### src/rtl/i2sc_pkg.sv
package i2sc_pkg;

   // Register bus geometry
   localparam int unsigned ADDR_W = 8;
   localparam int unsigned DATA_W = 8;

   // Register byte offsets
   localparam logic [7:0] OFS_MODE   = 8'h00;  // power_save_mode_reg
   localparam logic [7:0] OFS_CTRL   = 8'h04;  // power_save_control_reg
   localparam logic [7:0] OFS_OSC_STABILIZE_SELECT_REG   = 8'h08;  // osc_stabilize_select_reg
   localparam logic [7:0] OFS_CLKCFG = 8'h0C;  // Clock source configuration
   localparam logic [7:0] OFS_SERCFG = 8'h10;  // Serial clock source selects
   localparam logic [7:0] OFS_STATUS = 8'h14;  // Standby status, read only

   // power_save_mode_reg fields
   localparam int unsigned MODE_LO_BIT = 0;    // mode_select_lo
   localparam int unsigned MODE_HI_BIT = 1;    // mode_select_hi
   localparam logic [1:0]  MODE_IDLE2  = 2'h2; // Binary 10 selects this idle mode
   localparam logic [1:0]  MODE_RST    = 2'h0;

   // power_save_control_reg fields
   localparam int unsigned STOP_BIT  = 1;      // stop_request_bit, self clearing
   localparam int unsigned MASKABLE_WAKE_MASK_BIT  = 4;      // maskable_wake_mask
   localparam int unsigned NONMASK_WAKE_MASK_0_BIT = 5;      // nonmask_wake_mask_0 (pin)
   localparam int unsigned NONMASK_WAKE_MASK_1_BIT = 6;      // nonmask_wake_mask_1 (watchdog)
   localparam logic [2:0]  MASK_RST  = 3'h0;

   // osc_stabilize_select_reg: interval is 2^(STAB_SHIFT_BASE + value) cycles
   localparam int unsigned STAB_W          = 20;
   localparam int unsigned STAB_SHIFT_BASE = 12;
   localparam logic [2:0]  OSC_STABILIZE_SELECT_REG_RST        = 3'h4;       // 2^16 main clock periods
   localparam int unsigned RESET_STAB_CYC  = 65536;      // Reset value interval

   // Clock configuration fields
   localparam int unsigned CFG_SUB_BIT  = 0;   // Subclock in use
   localparam int unsigned CFG_ITM_LSB  = 1;   // interval_timer source, 2 bits
   localparam int unsigned CFG_WTM_LSB  = 3;   // Watch timer source, 2 bits
   localparam int unsigned CFG_WDT_LSB  = 5;   // Watchdog source, 2 bits
   localparam logic [6:0]  CFG_RST      = 7'h00;
   localparam logic [5:0]  SER_RST      = 6'h00;

   // Clock source codes shared by the source fields
   localparam logic [1:0] SRC_MAIN    = 2'h0;  // Main clock, stops in idle
   localparam logic [1:0] SRC_INTOSC  = 2'h1;  // internal_osc_clock (or /8)
   localparam logic [1:0] SRC_SUB     = 2'h2;  // Subclock
   localparam logic [1:0] SRC_BRGDIV  = 2'h3;  // Main clock via divided baud_rate_generator

   // Channel counts
   localparam int unsigned EXT_IRQ_N = 9;      // external_irq_pins
   localparam int unsigned SER_N     = 6;      // clocked_serial_channels
   localparam int unsigned PRIO_W    = 3;      // Lower value is higher priority

   // Sequencer states
   typedef enum logic [1:0] {
      I2SC_NORMAL = 2'b00,
      I2SC_IDLE   = 2'b01,
      I2SC_SETUP  = 2'b10
   } i2sc_state_t;

endpackage : i2sc_pkg

### src/rtl/i2sc_sync.sv
`timescale 1ns/10ps
module i2sc_sync #(
   parameter int unsigned WIDTH = 1
) (
   // Clock and reset
   input  wire logic             clock_i,
   input  wire logic             arst_n_i,
   // Asynchronous levels in, synchronised levels out
   input  wire logic [WIDTH-1:0] async_i,
   output logic      [WIDTH-1:0] sync_o
);

   // One two-stage synchroniser per bit
   genvar g;
   generate
      for (g = 0; g < WIDTH; g++) begin : g_bit
         logic meta;  // First stage, read only by the second stage

         always_ff @(posedge clock_i or negedge arst_n_i) begin
            if (!arst_n_i) begin
               meta      <= 1'b0;
               sync_o[g] <= 1'b0;
            end else begin
               meta      <= async_i[g];
               sync_o[g] <= meta;
            end
         end
      end
   endgenerate

endmodule : i2sc_sync

### src/rtl/i2sc_stab_timer.sv
`timescale 1ns/10ps
module i2sc_stab_timer
   import i2sc_pkg::*;
(
   // Clock and reset
   input  wire logic              clock_i,
   input  wire logic              arst_n_i,
   // Control
   input  wire logic              start_i,    // Loads the interval and starts
   input  wire logic [STAB_W-1:0] length_i,   // Interval in clock cycles
   // Status
   output logic                   busy_o,
   output logic                   done_o      // One-cycle overflow pulse
);

   logic [STAB_W-1:0] count;  // Cycles still to run

   // Down counter; overflow pulse when the last cycle passes
   always_ff @(posedge clock_i or negedge arst_n_i) begin
      if (!arst_n_i) begin
         count  <= '0;
         busy_o <= 1'b0;
         done_o <= 1'b0;
      end else if (start_i) begin
         // Zero would wrap and run 2^20 cycles, so it is treated as one cycle
         count  <= (length_i == '0) ? STAB_W'(1) : length_i;
         busy_o <= 1'b1;
         done_o <= 1'b0;
      end else if (busy_o) begin
         count  <= count - STAB_W'(1);
         busy_o <= (count != STAB_W'(1));
         done_o <= (count == STAB_W'(1));
      end else begin
         done_o <= 1'b0;
      end
   end

endmodule : i2sc_stab_timer

### src/rtl/i2sc_ctrl.sv
// Contract
// - Mode 10 plus stop bit enters idle
// - Oscillators run; CPU, PLL, flash clocks stop
// - Execution halts, internal RAM retained
// - Subclock or external clocked peripherals keep running
// - Wait PLL and flash setup before resuming
// - Pending unmasked request wakes at once
// - NMI, watchdog, unmasked pin or peripheral wakes
// - Any reset source wakes as normal reset
// - PLL returns to its pre-idle state
// - Lower priority request wakes, stays pending
// - Higher priority or NMI wakes and acknowledged
// - Set mask bits make those requests invalid
// - NMI wake branches to handler after setup
// - Maskable wake branches or continues per EI
// - PLL, CPU, DMA, timers stop; intc detects only; code stops the intc clock as well
// - Interval timer runs on osc/8 or subclock
// - Watch timer runs on divided BAUD_RATE_GENERATOR or subclock; code enables it whenever the subclock is in use, whatever its source
// - Watchdog runs on internal osc or subclock
// - Serial channels run on external clock only
// - Interrupt wake times OSC_STABILIZE_SELECT_REG interval, then resumes
// - Reset wake uses 2^16 main clock interval
//
// Strobed register access and the register addresses were decided locally.
`timescale 1ns/10ps
module i2sc_ctrl #(
   parameter int unsigned RESET_STAB_CYCLES = i2sc_pkg::RESET_STAB_CYC
) (
   // Clock and reset
   input  wire logic                           clock_i,
   input  wire logic                           arst_n_i,
   // Register port
   input  wire logic [i2sc_pkg::ADDR_W-1:0]    addr_i,
   input  wire logic [i2sc_pkg::DATA_W-1:0]    wdata_i,
   input  wire logic                           wr_i,
   input  wire logic                           rd_i,
   output logic      [i2sc_pkg::DATA_W-1:0]    rdata_o,
   // Wake pins, asynchronous
   input  wire logic                           nmi_pin_i,
   input  wire logic [i2sc_pkg::EXT_IRQ_N-1:0] external_irq_pins_i,
   // Reset sources, asynchronous
   input  wire logic                           reset_pin_i,
   input  wire logic                           watchdog_reset_i,
   input  wire logic                           low_voltage_detector_i,
   input  wire logic                           clock_monitor_i,
   // Interrupt controller side, same clock
   input  wire logic                           watchdog_interrupt_i,
   input  wire logic [i2sc_pkg::EXT_IRQ_N-1:0] ext_irq_masked_i,
   input  wire logic                           periph_irq_unmasked_i,
   input  wire logic [i2sc_pkg::PRIO_W-1:0]    req_prio_i,
   input  wire logic                           in_service_i,
   input  wire logic [i2sc_pkg::PRIO_W-1:0]    svc_prio_i,
   input  wire logic                           int_enabled_i,
   // Clock generator side
   input  wire logic                           pll_on_i,
   // Clock gates
   output logic                                cpu_clk_en_o,
   output logic                                pll_enable_o,
   output logic                                flash_clk_en_o,
   output logic                                dma_clk_en_o,
   output logic                                gen_timer_clk_en_o,
   output logic                                intc_clk_en_o,
   output logic                                periph_clk_en_o,
   output logic                                interval_timer_clk_en_o,
   output logic                                watch_timer_clk_en_o,
   output logic                                watchdog_clk_en_o,
   output logic      [i2sc_pkg::SER_N-1:0]     serial_clk_en_o,
   // Standby status
   output logic                                idle_o,
   output logic                                cpu_halt_o,
   output logic                                ram_retain_o,
   output logic                                periph_hold_o,
   // Wake results, one-cycle pulses at the end of setup
   output logic                                wake_ack_o,
   output logic                                wake_branch_o,
   output logic                                wake_continue_o,
   output logic                                system_reset_req_o
);
   import i2sc_pkg::*;

   // Register state
   logic [1:0]        mode_sel;       // mode_select_hi, mode_select_lo
   logic [2:0]        wake_masks;     // {nmi1, nmi0, maskable} masks
   logic [2:0]        osc_stabilize_select_reg_sel;       // Stabilisation select
   logic [6:0]        clk_cfg;        // Clock sources of the running timers
   logic [SER_N-1:0]  ser_ext_clk;    // Per channel: serial_clock_input selected

   // Sequencer state
   i2sc_state_t       state;
   logic              pll_saved;      // PLL state captured at entry
   logic              wake_by_reset;  // Current setup follows a reset wake
   logic              wake_by_nmi;    // Current setup follows an NMI wake
   logic              wake_do_ack;    // Request will be acknowledged
   logic              wake_do_br;     // Handler branch chosen

   // Synchronised pins
   logic              nmi_pin_s;
   logic [EXT_IRQ_N-1:0] ext_pins_s;
   logic [3:0]        rst_src_s;

   // Combinational terms
   logic              entry_req;
   logic              nmi_wake;
   logic              mask_wake;
   logic              any_wake;
   logic              reset_wake;
   logic              prio_higher;
   logic              stab_start;
   logic              stab_busy;
   logic              stab_done;
   logic [STAB_W-1:0] stab_len;
   logic              in_idle;
   logic              gated;
   logic              sub_used;
   logic [1:0]        itm_src;
   logic [1:0]        wtm_src;
   logic [1:0]        wdt_src;
   logic [DATA_W-1:0] next_rdata;

   // Pins from outside the clock domain pass two flip-flops
   i2sc_sync #(
      .WIDTH (1 + EXT_IRQ_N + 4)
   ) u_sync (
      .clock_i  (clock_i),
      .arst_n_i (arst_n_i),
      .async_i  ({nmi_pin_i, external_irq_pins_i, reset_pin_i, watchdog_reset_i,
                  low_voltage_detector_i, clock_monitor_i}),
      .sync_o   ({nmi_pin_s, ext_pins_s, rst_src_s})
   );

   // Entry happens only on the control write from normal operation
   assign entry_req = wr_i && (addr_i == OFS_CTRL) && wdata_i[STOP_BIT]
                      && (mode_sel == MODE_IDLE2) && (state == I2SC_NORMAL);

   // Masked sources count as invalid and cannot wake
   assign nmi_wake  = (nmi_pin_s && !wake_masks[1])
                      || (watchdog_interrupt_i && !wake_masks[2]);
   assign mask_wake = !wake_masks[0]
                      && ((|(ext_pins_s & ~ext_irq_masked_i))
                          || periph_irq_unmasked_i);
   assign any_wake  = nmi_wake || mask_wake;
   assign reset_wake = |rst_src_s;

   // Lower value means higher priority
   assign prio_higher = !in_service_i || (req_prio_i < svc_prio_i);

   // Interval: reset value after reset wake, else programmed select
   assign stab_start = (state == I2SC_IDLE) && (reset_wake || any_wake);
   assign stab_len   = reset_wake ? STAB_W'(RESET_STAB_CYCLES)
                                  : STAB_W'(1) << (STAB_SHIFT_BASE + osc_stabilize_select_reg_sel);

   // Counts the setup interval for PLL and flash
   i2sc_stab_timer u_stab (
      .clock_i  (clock_i),
      .arst_n_i (arst_n_i),
      .start_i  (stab_start),
      .length_i (stab_len),
      .busy_o   (stab_busy),
      .done_o   (stab_done)
   );

   // Mode select register; a plain store
   always_ff @(posedge clock_i or negedge arst_n_i) begin
      if (!arst_n_i) begin
         mode_sel <= MODE_RST;
      end else if (wr_i && addr_i == OFS_MODE) begin
         mode_sel <= {wdata_i[MODE_HI_BIT], wdata_i[MODE_LO_BIT]};
      end
   end

   // Wake masks; stop bit is not stored, it acts only on the write
   always_ff @(posedge clock_i or negedge arst_n_i) begin
      if (!arst_n_i) begin
         wake_masks <= MASK_RST;
      end else if (wr_i && addr_i == OFS_CTRL) begin
         wake_masks <= {wdata_i[NONMASK_WAKE_MASK_1_BIT], wdata_i[NONMASK_WAKE_MASK_0_BIT], wdata_i[MASKABLE_WAKE_MASK_BIT]};
      end
   end

   // Stabilisation select and clock configuration
   always_ff @(posedge clock_i or negedge arst_n_i) begin
      if (!arst_n_i) begin
         osc_stabilize_select_reg_sel    <= OSC_STABILIZE_SELECT_REG_RST;
         clk_cfg     <= CFG_RST;
         ser_ext_clk <= SER_RST;
      end else if (wr_i) begin
         if (addr_i == OFS_OSC_STABILIZE_SELECT_REG) begin
            osc_stabilize_select_reg_sel <= wdata_i[2:0];
         end
         if (addr_i == OFS_CLKCFG) begin
            clk_cfg <= wdata_i[6:0];
         end
         if (addr_i == OFS_SERCFG) begin
            ser_ext_clk <= wdata_i[SER_N-1:0];
         end
      end
   end

   // Sequencer: normal, idle, setup
   // The CPU clock still runs for one cycle after the entry write, which is why
   // software must pad the entry write with no-ops.
   always_ff @(posedge clock_i or negedge arst_n_i) begin
      if (!arst_n_i) begin
         state <= I2SC_NORMAL;
      end else begin
         unique case (state)
            I2SC_NORMAL: begin
               if (entry_req) begin
                  state <= I2SC_IDLE;
               end
            end
            I2SC_IDLE: begin
               // A request pending at entry is seen in the first idle cycle
               if (stab_start) begin
                  state <= I2SC_SETUP;
               end
            end
            I2SC_SETUP: begin
               if (stab_done) begin
                  state <= I2SC_NORMAL;
               end
            end
            default: begin
               state <= I2SC_NORMAL;
            end
         endcase
      end
   end

   // Capture the PLL state at entry so it can be restored on release
   always_ff @(posedge clock_i or negedge arst_n_i) begin
      if (!arst_n_i) begin
         pll_saved <= 1'b0;
      end else if (entry_req) begin
         pll_saved <= pll_on_i;
      end
   end

   // Latch the cause and the acknowledge decision at wake time
   always_ff @(posedge clock_i or negedge arst_n_i) begin
      if (!arst_n_i) begin
         wake_by_reset <= 1'b0;
         wake_by_nmi   <= 1'b0;
         wake_do_ack   <= 1'b0;
         wake_do_br    <= 1'b0;
      end else if (stab_start) begin
         // Reset outranks interrupts; an NMI outranks maskable requests
         wake_by_reset <= reset_wake;
         wake_by_nmi   <= !reset_wake && nmi_wake;
         if (reset_wake) begin
            wake_do_ack <= 1'b0;
            wake_do_br  <= 1'b0;
         end else if (nmi_wake) begin
            // NMI is always above the serviced level, branch in EI and DI
            wake_do_ack <= 1'b1;
            wake_do_br  <= 1'b1;
         end else begin
            // Lower priority still wakes but stays pending, unacknowledged
            wake_do_ack <= prio_higher && int_enabled_i;
            wake_do_br  <= prio_higher && int_enabled_i;
         end
      end
   end

   // Decoded clock source selects
   assign sub_used = clk_cfg[CFG_SUB_BIT];
   assign itm_src  = clk_cfg[CFG_ITM_LSB +: 2];
   assign wtm_src  = clk_cfg[CFG_WTM_LSB +: 2];
   assign wdt_src  = clk_cfg[CFG_WDT_LSB +: 2];

   // Clocks stay gated through setup, because PLL and flash are not ready yet
   assign in_idle = (state == I2SC_IDLE);
   assign gated   = (state != I2SC_NORMAL);

   // Core clock gates: CPU, flash, DMA, timers and peripherals stop
   always_ff @(posedge clock_i or negedge arst_n_i) begin
      if (!arst_n_i) begin
         cpu_clk_en_o       <= 1'b1;
         flash_clk_en_o     <= 1'b1;
         dma_clk_en_o       <= 1'b1;
         gen_timer_clk_en_o <= 1'b1;
         periph_clk_en_o    <= 1'b1;
         intc_clk_en_o      <= 1'b1;
      end else begin
         cpu_clk_en_o       <= !gated;
         flash_clk_en_o     <= !gated;
         dma_clk_en_o       <= !gated;
         gen_timer_clk_en_o <= !gated;
         periph_clk_en_o    <= !gated;
         // Wake detection runs in this block on clock_i, so this may stop
         intc_clk_en_o      <= !gated;
      end
   end

   // PLL off while idle, back to its saved state during setup unless a reset woke it
   always_ff @(posedge clock_i or negedge arst_n_i) begin
      if (!arst_n_i) begin
         pll_enable_o <= 1'b0;
      end else if (in_idle || (state == I2SC_NORMAL && entry_req)) begin
         pll_enable_o <= 1'b0;
      end else if (state == I2SC_SETUP) begin
         // Start relocking during setup so the interval covers it
         pll_enable_o <= wake_by_reset ? 1'b0 : pll_saved;
      end else begin
         pll_enable_o <= pll_on_i;
      end
   end

   // Interval timer and watchdog keep counting on internal osc or subclock; watch timer on BRG divider or whenever the subclock is in use
   always_ff @(posedge clock_i or negedge arst_n_i) begin
      if (!arst_n_i) begin
         interval_timer_clk_en_o <= 1'b1;
         watch_timer_clk_en_o    <= 1'b1;
         watchdog_clk_en_o       <= 1'b1;
      end else begin
         interval_timer_clk_en_o <= !gated || (itm_src == SRC_INTOSC)
                                    || (sub_used && itm_src == SRC_SUB);
         watch_timer_clk_en_o    <= !gated || sub_used
                                    || (wtm_src == SRC_BRGDIV);
         watchdog_clk_en_o       <= !gated || (wdt_src == SRC_INTOSC)
                                    || (sub_used && wdt_src == SRC_SUB);
      end
   end

   // Serial channels keep running only on their external serial clock
   genvar s;
   generate
      for (s = 0; s < SER_N; s++) begin : g_ser
         always_ff @(posedge clock_i or negedge arst_n_i) begin
            if (!arst_n_i) begin
               serial_clk_en_o[s] <= 1'b1;
            end else begin
               serial_clk_en_o[s] <= !gated || ser_ext_clk[s];
            end
         end
      end
   endgenerate

   // Standby flags: halt, RAM retention and peripheral state hold
   always_ff @(posedge clock_i or negedge arst_n_i) begin
      if (!arst_n_i) begin
         idle_o        <= 1'b0;
         cpu_halt_o    <= 1'b0;
         ram_retain_o  <= 1'b0;
         periph_hold_o <= 1'b0;
      end else begin
         idle_o        <= in_idle;
         cpu_halt_o    <= gated;
         // RAM is never written while halted; retention keeps it frozen
         ram_retain_o  <= gated;
         // Gated peripherals freeze registers and output levels
         periph_hold_o <= gated;
      end
   end

   // Release pulses at the overflow of the setup timer
   always_ff @(posedge clock_i or negedge arst_n_i) begin
      if (!arst_n_i) begin
         wake_ack_o         <= 1'b0;
         wake_branch_o      <= 1'b0;
         wake_continue_o    <= 1'b0;
         system_reset_req_o <= 1'b0;
      end else begin
         wake_ack_o      <= stab_done && !wake_by_reset && wake_do_ack;
         wake_branch_o   <= stab_done && !wake_by_reset && wake_do_br;
         wake_continue_o <= stab_done && !wake_by_reset && !wake_do_br;
         // Reset wake finishes as an ordinary reset after the interval
         system_reset_req_o <= stab_done && wake_by_reset;
      end
   end

   // Read mux; unmapped addresses read zero
   always_comb begin
      next_rdata = '0;
      unique case (addr_i)
         OFS_MODE:   next_rdata = {6'h00, mode_sel};
         OFS_CTRL:   next_rdata = {1'b0, wake_masks, 4'h0};
         OFS_OSC_STABILIZE_SELECT_REG:   next_rdata = {5'h00, osc_stabilize_select_reg_sel};
         OFS_CLKCFG: next_rdata = {1'b0, clk_cfg};
         OFS_SERCFG: next_rdata = {2'h0, ser_ext_clk};
         OFS_STATUS: next_rdata = {2'h0, stab_busy, pll_saved, wake_by_nmi,
                                   wake_by_reset, state};
         default:    next_rdata = '0;
      endcase
   end

   // Read data stand for one cycle after the strobe only
   always_ff @(posedge clock_i or negedge arst_n_i) begin
      if (!arst_n_i) begin
         rdata_o <= '0;
      end else begin
         rdata_o <= rd_i ? next_rdata : '0;
      end
   end

endmodule : i2sc_ctrl

### config.mk
export PLATFORM = sky130hd
export DESIGN_NAME = i2sc_ctrl
export DESIGN_NICKNAME = d
export VERILOG_FILES = /design/src/rtl/i2sc_pkg.sv /design/src/rtl/i2sc_sync.sv /design/src/rtl/i2sc_stab_timer.sv /design/src/rtl/i2sc_ctrl.sv
export SDC_FILE = /design/constraint.sdc
export NUM_CORES = 1
export LEC_CHECK = 0
export BUFFER_PORTS_ARGS = -buffer_cell sky130_fd_sc_hd__buf_4
export CAP_MARGIN = 20
export CORE_MARGIN = 2
export CORE_UTILIZATION = 45
export CTS_CLUSTER_DIAMETER = 80
export DETAILED_ROUTE_END_ITERATION = 16
export GPL_TIMING_DRIVEN = 1
export PLACE_DENSITY = 0.76
export SETUP_SLACK_MARGIN = 0.5
export SLEW_MARGIN = 20
export SYNTH_ARGS = -nofsm -noshare
export SYNTH_HDL_FRONTEND = slang
export SYNTH_HIERARCHICAL = 1
export SYNTH_SLANG_ARGS = --single-unit
### constraint.sdc
create_clock -name clock_i -period 2.4 [get_ports clock_i]
set_clock_uncertainty 0.05 [all_clocks]
set_input_delay 0.48 -clock clock_i [delete_from_list [all_inputs] [get_ports clock_i]]
set_output_delay 0.48 -clock clock_i [all_outputs]
set_load 0.02 [all_outputs]
# Word-level counts from Yosys, hierarchy flattened
# Cells that the tools add are included.
[op_classes]
div_mod_pow = 0
shift = 1
n_mul = 0
n_eq_ne = 18
addsub = 2
reduce_logical = 55
bitwise_logic = 2
magnitude_cmp = 1
n_mux = 19
[op_table]
columns = ["operator", "n"]
rows = [
  ["2-to-1 mux 20 bit", 4],
  ["case mux 7 bit (6 select lines)", 1],
  ["== test 20 x 1 -> 1 bit, second input constant", 1],
  ["zero test 20 bit", 1],
  ["inequality test 20 x 1 -> 1 bit, second input constant", 1],
  ["left shift 1 x 5 -> 20 bit, first input constant", 1],
  ["subtractor 20 x 1 -> 20 bit, second input constant", 1],
  ["logical AND 1 bit", 18],
  ["logical OR 1 bit", 18],
  ["== test 8 x 4 -> 1 bit, second input constant", 2],
  ["== test 8 x 5 -> 1 bit, second input constant", 2],
  ["== test 2 bit, second input constant", 5],
  ["AND 9 bit", 1],
  ["2-to-1 mux 1 bit", 9],
  ["NOT 9 bit", 1],
  ["OR reduction 9 bit", 1],
  ["== test 8 x 3 -> 1 bit, second input constant", 1],
  ["zero test 1 bit", 8],
  ["zero test 8 bit", 1],
  ["2-to-1 mux 8 bit", 1],
  ["== test 2 x 1 -> 1 bit, second input constant", 3],
  ["2-to-1 mux 2 bit", 3],
  ["case mux 2 bit (3 select lines)", 1],
  ["AND reduction 2 bit", 3],
  ["other kinds (8)", 10],
]
[totals]
memories = 0
romBits = 0
mem_bits_rw = 0
reg_bits = 101
latch_bits = 0

# Depth between registers and ports, before layout
# Gate-level depths: netlist of run 1.
[logic_depth]
ltp_word = 10
depth_mapped = 9

# Modules after synthesis
# Netlist of run 1, hierarchy kept.
[modules_own_cells]
columns = ["mod", "area_per_inst_um2", "cells_each", "instances", "seq_area_each_um2"]
rows = [
  ["i2sc_ctrl", 2447.3, 219, 1, 1265.0],
  ["i2sc_stab_timer", 1273.7, 138, 1, 550.5],
  ["i2sc_sync", 700.7, 28, 1, 700.7],
]

# Worst setup path before layout of run 1
# No wires, ideal clock.
[synth_path]
path_kind = "register to register"
from = "register u_sync.sync_o[1]"
to = "register u_stab.busy_o"
setup_slack_ns = 0.073
t_arrival_ns = 2.159
stages_incl_launch_ff = 9
path_cell_list = "dfrtp_1 or4_1 clkbuf_1 or2_1 o211ai_1 inv_1 clkbuf_1 clkbuf_1 a21o_1"
[synth_via]
elab_chain_len = 4
[synth_rtl]
columns = ["element", "line_no", "source"]
rows = [
  ["start, declared", "i2sc_sync.sv:10", "output logic [WIDTH-1:0] sync_o"],
  ["start signal, assigned by index", "i2sc_sync.sv:25", "sync_o[g] <= meta;"],
  ["OR reduction 4 bit", "i2sc_ctrl.sv:142", "assign reset_wake = |rst_src_s;"],
  ["logical OR 1 bit", "i2sc_ctrl.sv:148", "assign stab_start = (state == I2SC_IDLE) && (reset_wake || any_wake);"],
  ["logical AND 1 bit", "i2sc_ctrl.sv:148", ""],
  ["named net stab_start", "i2sc_ctrl.sv:108", "logic stab_start;"],
  ["2-to-1 mux 1 bit", "i2sc_stab_timer.sv:24", "end else if (start_i) begin"],
  ["end signal, assigned", "i2sc_stab_timer.sv:31", "busy_o <= (count != STAB_W'(1));"],
  ["end, declared", "i2sc_stab_timer.sv:12", "output logic busy_o,"],
]
# The timed path passes the listed nets, and every way through them passes these cells.
# A chain may end at the register's enable or synchronous reset.

# Worst setup path after layout of run 1
# Same ends and word-level chain as after synthesis.

==> results of run 1 <==
-- placed cells by master (no fill, tap or decap), drive strengths merged, types with 8 or more instances in the layout --
| cell type | Yosys | layout |
|---|---|---|
| clkbuf | 9 | 11 |
| xor2 | 10 | 10 |
| o21ai | 27 | 27 |
| dfstp | 11 | 11 |
| nor2 | 21 | 21 |
| mux2 | 29 | 29 |
| nand2b | 14 | 14 |
| inv | 15 | 15 |
| nand2 | 30 | 30 |
| dfrtp | 89 | 89 |
| buf | 12 | 106 |
| nor3 | 14 | 14 |
| nor4 | 8 | 8 |
| conb | 1 | 24 |
| a31oi | 8 | 8 |
-- sequential cells by signal, indices dropped and copies added, names as in the netlist, 2 cells and up --
register	flops
clk_cfg	7
ser_ext_clk	6
mode_sel	2
u_sync/sync_o	14
rdata_o	7
wake_masks	3
serial_clk_en_o	6
u_stab/count	20
state	2
u_sync/g_bit.meta	14
osc_stabilize_select_reg_sel	3
-- metrics by stage --
| stage | hold WS, ps | utilization, % | power (W) |
|---|---|---|---|
| detailed placement | 285.5 | 55.26 | 0.002023 |
| global route | 140.1 | 59.66 | 0.003319 |
| global placement | 282.7 | 55.26 | 0.002013 |
| finish | 165.8 | 59.66 | 0.003183 |
| CTS | 150.2 | 58.93 | 0.003215 |
| floorplan | 134.4 | - | 0.001874 |
-- final cells by class --
type | instances | area, sq um | area share [%]
clock inverter | 5 | 83.83 | 1.458
inverter | 15 | 61.31 | 1.066
timing repair buffer | 107 | 852.1 | 14.82
timing repair inverter | 1 | 5.005 | 0.08703
multi-input combinational | 272 | 1924 | 33.46
tap | 133 | 166.4 | 2.894
clock buffer | 11 | 141.4 | 2.459
sequential | 100 | 2516 | 43.76
-- how the worst min path moves through the flow --
stage | slack, ps | depth (start not counted) | end | from
global route | 140 | 1 | u_sync/g_bit[2].meta | watchdog_reset_i
floorplan | 130 | 0 | clk_cfg[0] | arst_n_i
finish | 170 | 1 | u_sync/g_bit[10].meta | external_irq_pins_i[6]
detailed placement | 290 | 0 | u_sync/sync_o[6] | u_sync/g_bit[6].meta
CTS | 150 | 1 | u_sync/g_bit[2].meta | watchdog_reset_i
global placement | 280 | 0 | u_sync/sync_o[13] | u_sync/g_bit[13].meta
-- worst register-to-register path, stage by stage, from the launching register on --
cell and delay, ps:
dfrtp_1 390, or4_4 560, or2_4 280, o211ai_1 290, inv_2 170, buf_8 200, a21o_1 160
-- cells by family after synthesis --
family	after synthesis	synth area share [%]
compound gates	59	8.206
mux	32	8.150
flops	100	56.90
fa+ha+maj	4	1.132
simple gates	141	19.19
other cells	1	0.08481
buf+inv	36	3.961
xor+xnor	12	2.377
-- where the power goes --
part	internal (W)	total [W]	switching [W]
clock network	0.000620	0.00118	0.000557
registers	0.00174	0.00177	0.0000278
logic	0.000124	0.000240	0.000116
-- metal layers --
layer	wire (um)	vias to the layer above	GRT usage, %
met5	0	-	0
met4	112	0	6.174
met3	449	12	3.593
met2	4619	92	31.72
met1	3986	1574	23.76
li1	-	1560	-
-- repair_timing --
action / in CTS / in global routing
cloned: 0 / 1
hold endpoints to repair: 13 / 0
setup buffers: 5 / 1
resized for setup: 24 / 17
pin swaps: 8 / 3
hold buffers: 1 / 0
setup endpoints to repair: 35 / 47
==> results.sh, run 1 <==
export IMPL_status="finished, final reports clean"
export IMPL_cts_root_buffer="clkbuf_8"
export IMPL_worst_r2r_setup_slack_ps=210
export IMPL_antenna_left=0
export IMPL_setup_viol=0
export IMPL_end_kind="flop"
export IMPL_layout_min_cycle_time_ps=2193
export IMPL_h_tree_depth=3
export IMPL_pin_count=86
export IMPL_drc=0
export IMPL_dieArea_sq_um=10630
export IMPL_synth_avg_cell_area_sq_um=11.49
export IMPL_min_path_type="in -> reg"
export IMPL_clock_sinks=100
export IMPL_finalSetupTns_ps=0
export IMPL_ys_flop_type="dfrtp_1"
export IMPL_grt_max_degree=55
export IMPL_die_w_um=103.1
export IMPL_netlist_area_sq_um=4422
export IMPL_powerDensity_nw_per_um2=553.5
export IMPL_worstSetupStartpointType="flop"
export IMPL_place_hpwl_um=6704
export IMPL_yosysTopAreaCellShare_pct=50.37
export IMPL_synth_area_top_cells="dfrtp_1, dfstp_2, mux2_2"
export IMPL_yosysMostFrequentCell="dfrtp_1"
export IMPL_rows=36
export IMPL_fin_crit_sh_pct=91.36
export IMPL_fin_area_sq_um=5751
export IMPL_critPathTopFamily="simple AND/OR/NAND/NOR gates"
export IMPL_cts_max_path_buffers=2
export IMPL_cpMaxStageDelayCell="or4_4"
export IMPL_gr_usage_all_layers_pct=18.55
export IMPL_cp_max_fo=24
export IMPL_overflow=0
export IMPL_yosysWarningCount=6
export IMPL_clk_latency_ps=360
export IMPL_firstDrtPassIters=4
export IMPL_core_area_sq_um=9639
export IMPL_cts_buffers=9
export IMPL_grt_pass1_wl_um=15200
export IMPL_critical_path_cell_chain="or4_4 > or2_4 > o211ai_1 > inv_2 > buf_8 > a21o_1"
export IMPL_die_h_um=103.1
export IMPL_cp_required_ps=2600
export IMPL_ff2ff_path_depth=6
export IMPL_nets=564
export IMPL_async_flop_share_pct=100.0
export IMPL_yosysTopAreaCell="dfrtp_1"
export IMPL_vias_per_cell=5.028
export IMPL_rsz0062_at_grt="true"
export IMPL_drtIter0Drc=142
export IMPL_setup_worst_path_start="u_sync/sync_o[1]"
export IMPL_fin_ws_ps=207.2
export IMPL_max_cap_viol_count=0
export IMPL_crit_cells=6
export IMPL_gp_routability_congestion=0.8551
export IMPL_worst_path_largest_cell_delay_ps=560
export IMPL_place_area_sq_um=5326
export IMPL_ys_seq_elements=100
export IMPL_criticalPathCategory="reg -> reg"
export IMPL_crit_arrival_ps=2390
export IMPL_layout_cells_non_filler=644
export IMPL_r2r_end="u_stab/busy_o"
export IMPL_crit_path_end="u_stab/busy_o"
export IMPL_post_place_ws_ps=-71.72
export IMPL_routedWlPerCell_um=14.23
export IMPL_n_antenna_cell=0
export IMPL_path_buf_inv=2
export IMPL_netlist_instances=385
export IMPL_fmax_mhz=456.0
export IMPL_dp_cells=620
export IMPL_fillers=827
export IMPL_r2r_start="u_sync/sync_o[1]"
export IMPL_post_route_cells_drive_above_1_share_pct=37.18
export IMPL_routed_wl_um=9167
export IMPL_synth_edf_count=0
export IMPL_cts_clk_slew_worst_paths_ps=100
export IMPL_num_vias=3238
export IMPL_io_buffers=83
export IMPL_antenna_found_initial=0
export IMPL_finalHoldViolations=0
export IMPL_syn2layout_area_growth_pct=30.05
export IMPL_drv_slew=0
export IMPL_ys_seq_area_share_pct=56.90
export IMPL_netlist_top_cells_count="dfrtp_1, nand2_1, o21ai_0"
export IMPL_ys_types=56
export IMPL_p_leak_nw=2.620
export IMPL_first_global_vias=3233
export IMPL_start_util_pct=45.87
export IMPL_vdd_ir_drop_max_mv=0.4528
export IMPL_cts_tree="yes"
Note: power is estimated with default switching activity, not from simulation.
==> run 2, diff against run 1 <==
--- a/config.mk
+++ b/config.mk
@@ -8,11 +8,12 @@
 export BUFFER_PORTS_ARGS = -buffer_cell sky130_fd_sc_hd__buf_4
 export CAP_MARGIN = 20
 export CORE_MARGIN = 2
-export CORE_UTILIZATION = 45
+export CORE_UTILIZATION = 39
 export CTS_CLUSTER_DIAMETER = 80
 export DETAILED_ROUTE_END_ITERATION = 16
 export GPL_TIMING_DRIVEN = 1
-export PLACE_DENSITY = 0.76
+export MAX_ROUTING_LAYER = met4
+export PLACE_DENSITY = 0.68
 export SETUP_SLACK_MARGIN = 0.5
 export SLEW_MARGIN = 20
 export SYNTH_ARGS = -nofsm -noshare
==> constraint.sdc (replaced) <==
create_clock -name clock_i -period 1.8 [get_ports clock_i]
set_clock_uncertainty 0.05 [all_clocks]
set_input_delay 0.36 -clock clock_i [delete_from_list [all_inputs] [get_ports clock_i]]
set_output_delay 0.36 -clock clock_i [all_outputs]
set_load 0.02 [all_outputs]
==> run 2 against run 1 <==
  * The flow now finishes with violations (setup timing)
  * First-iteration DRC count grew 6.3%
  * Clock power grew 55%
  * Via count grew 5.2%
  * Register-to-register slack lost 570 ps
  * Critical path depth grew 2
  * Fmax grew 1.3%
  * Core utilization shrank 0.71 points
  * Final cell count grew 7.6%
  * Worst setup slack lost 570 ps
==> results.sh, run 2 (synthesized netlist as in run 1, its figures left out) <==
export IMPL_cts_max_path_buffers=2
export IMPL_cts_clk_slew_worst_paths_ps=70
export IMPL_grt_pass1_wl_um=16870
export IMPL_antenna_left=0
export IMPL_utilization_pct=58.95
export IMPL_layout_min_cycle_time_ps=2165
export IMPL_routedWlPerCell_um=14.45
export IMPL_rsz0062_at_grt="true"
export IMPL_max_cap_viol_count=0
export IMPL_end_kind="flop"
export IMPL_core_area_sq_um=10940
export IMPL_gp_routability_congestion=0.8315
export IMPL_fin_crit_sh_pct=120.3
export IMPL_status="complete, but fails checks"
export IMPL_crit_arrival_ps=2360
export IMPL_drc=0
export IMPL_clock_sinks=100
export IMPL_p_leak_nw=2.940
export IMPL_cp_max_fo=6
export IMPL_place_hpwl_um=7010
export IMPL_nets=606
export IMPL_largest_register="u_stab/count"
export IMPL_finalHoldViolations=0
export IMPL_clk_latency_ps=340
export IMPL_first_global_vias=3525
export IMPL_fmax_mhz=462.0
export IMPL_criticalPathCategory="reg -> reg"
export IMPL_met1_usage_pct=21.20
export IMPL_overflow=0
export IMPL_routed_wl_um=10020
export IMPL_die_w_um=110.5
export IMPL_io_buffers=83
export IMPL_firstDrtPassIters=4
export IMPL_top_regs="u_stab/count x20, u_sync/g_bit.meta x14, u_sync/sync_o x14"
export IMPL_cp_required_ps=1990
export IMPL_die_h_um=110.5
export IMPL_n_antenna_cell=0
export IMPL_grtUsageMet2_pct=29.20
export IMPL_vias_per_cell=4.913
export IMPL_cts_buffers=9
export IMPL_drv_slew=0
export IMPL_cts_tree="yes"
export IMPL_violations="setup timing"
export IMPL_h_tree_depth=3
export IMPL_drtIter0Drc=151
export IMPL_vdd_ir_drop_max_mv=0.5678
export IMPL_min_path_type="in -> reg"
export IMPL_largest_register_ffs=20
export IMPL_powerDensity_nw_per_um2=708.7
export IMPL_post_route_cells_drive_above_1_share_pct=46.47
export IMPL_dieArea_sq_um=12210
export IMPL_gr_max_usage_layer="met2"
export IMPL_met3_usage_pct=3.403
export IMPL_start_util_pct=40.43
export IMPL_grt_max_degree=53
export IMPL_setup_viol=38
export IMPL_rows=38
export IMPL_pin_count=86
export IMPL_worstSetupStartpointType="flop"
export IMPL_relSlewSlack_pct=65.90
export IMPL_num_vias=3405
export IMPL_gr_usage_all_layers_pct=17.29
export IMPL_layout_commonest_cell="buf_4"
export IMPL_syn2layout_area_growth_pct=45.78
export IMPL_post_place_ws_ps=-466.0
export IMPL_antenna_found_initial=0
export IMPL_tightest_slew_ps=510.5
export IMPL_cts_root_buffer="clkbuf_16"
export IMPL_fin_ws_ps=-364.6
export IMPL_final_cell_mix="buf_4, dfrtp_1, buf_6"
## run 2: changes by cell type in the layout (fill, tap and decap cells not counted), moves of 6 or more
cell	change
buf_6	+33
buf_4	+11
clkbuf_8	-10
clkbuf_16	+9
nor2_1	-8
nor2_2	+7
mux2_4	+6
## run 2: stage by stage
| step | setup TNS, ps | cell area, sq um | total power, W | hold slack [ps] | instances |
|---|---|---|---|---|---|
| after floorplan | -11120 | 4627 | 0.002510 | 14.41 | 408 |
| after global placement | -15970 | 5655 | 0.002714 | 219.8 | 662 |
| after detailed placement | -17380 | 5655 | 0.002724 | 220.6 | 662 |
| after CTS | -6627 | 6289 | 0.004605 | 60.63 | 687 |
| after global routing | -10700 | 6446 | 0.004766 | 56.78 | 693 |
| final | -7030 | 6446 | 0.004568 | 73.55 | 693 |
## run 2: power breakdown
part	internal, W	total [W]	switching [W]
logic	0.000201	0.000375	0.000174
registers	0.00232	0.00236	0.0000460
clock network	0.000960	0.00183	0.000869
## run 2: worst paths after layout
check,from,end,slack (ps),cells past startpoint
setup / recovery,u_sync/sync_o[3],u_stab/count[18],-360,8
setup reg to reg,u_sync/sync_o[3],u_stab/count[18],-360,8
hold / removal,external_irq_pins_i[0],u_sync/g_bit[4].meta,70,1
min in group asynchronous,arst_n_i,ser_ext_clk[4],410,2
hold reg to reg,u_sync/g_bit[9].meta,u_sync/sync_o[9],300,0
max in group asynchronous,arst_n_i,serial_clk_en_o[1],700,3
## run 2: worst max-delay path: stages (launching register included)
cell and delay, ps:
dfrtp_1 380, or4_4 560, or3_1 370, o211ai_1 160, inv_2 130, inv_2 90, buf_6 120, nor2_2 40
a31oi_1 170
## run 2: cell type report
cell class	count	area, sq um
Clock buffer	9	225.2
Clock inverter	7	57.56
Fill cell	893	4489
Inverter	15	56.30
Multi-Input combinational cell	272	2125
Sequential cell	100	2516
Tap cell	140	175.2
Timing Repair Buffer	150	1291
## run 2: layer usage
layer	part of all wire, %	vias up
li1	-	1647
met1	43	1660
met2	52	79
met3	4.0	19
met4	1.7	0
met5	0	-
## run 2: repair_timing
| item | in CTS | in global routing |
|---|---|---|
| endpoints found under the setup margin | 79 | 77 |
| endpoints found under the hold margin | 15 | 0 |
| hold buffers | 1 | 0 |
| pin swaps | 17 | 19 |
| gates resized for setup | 72 | 33 |
| gates cloned | 1 | 0 |
| buffers inserted | 7 | 6 |
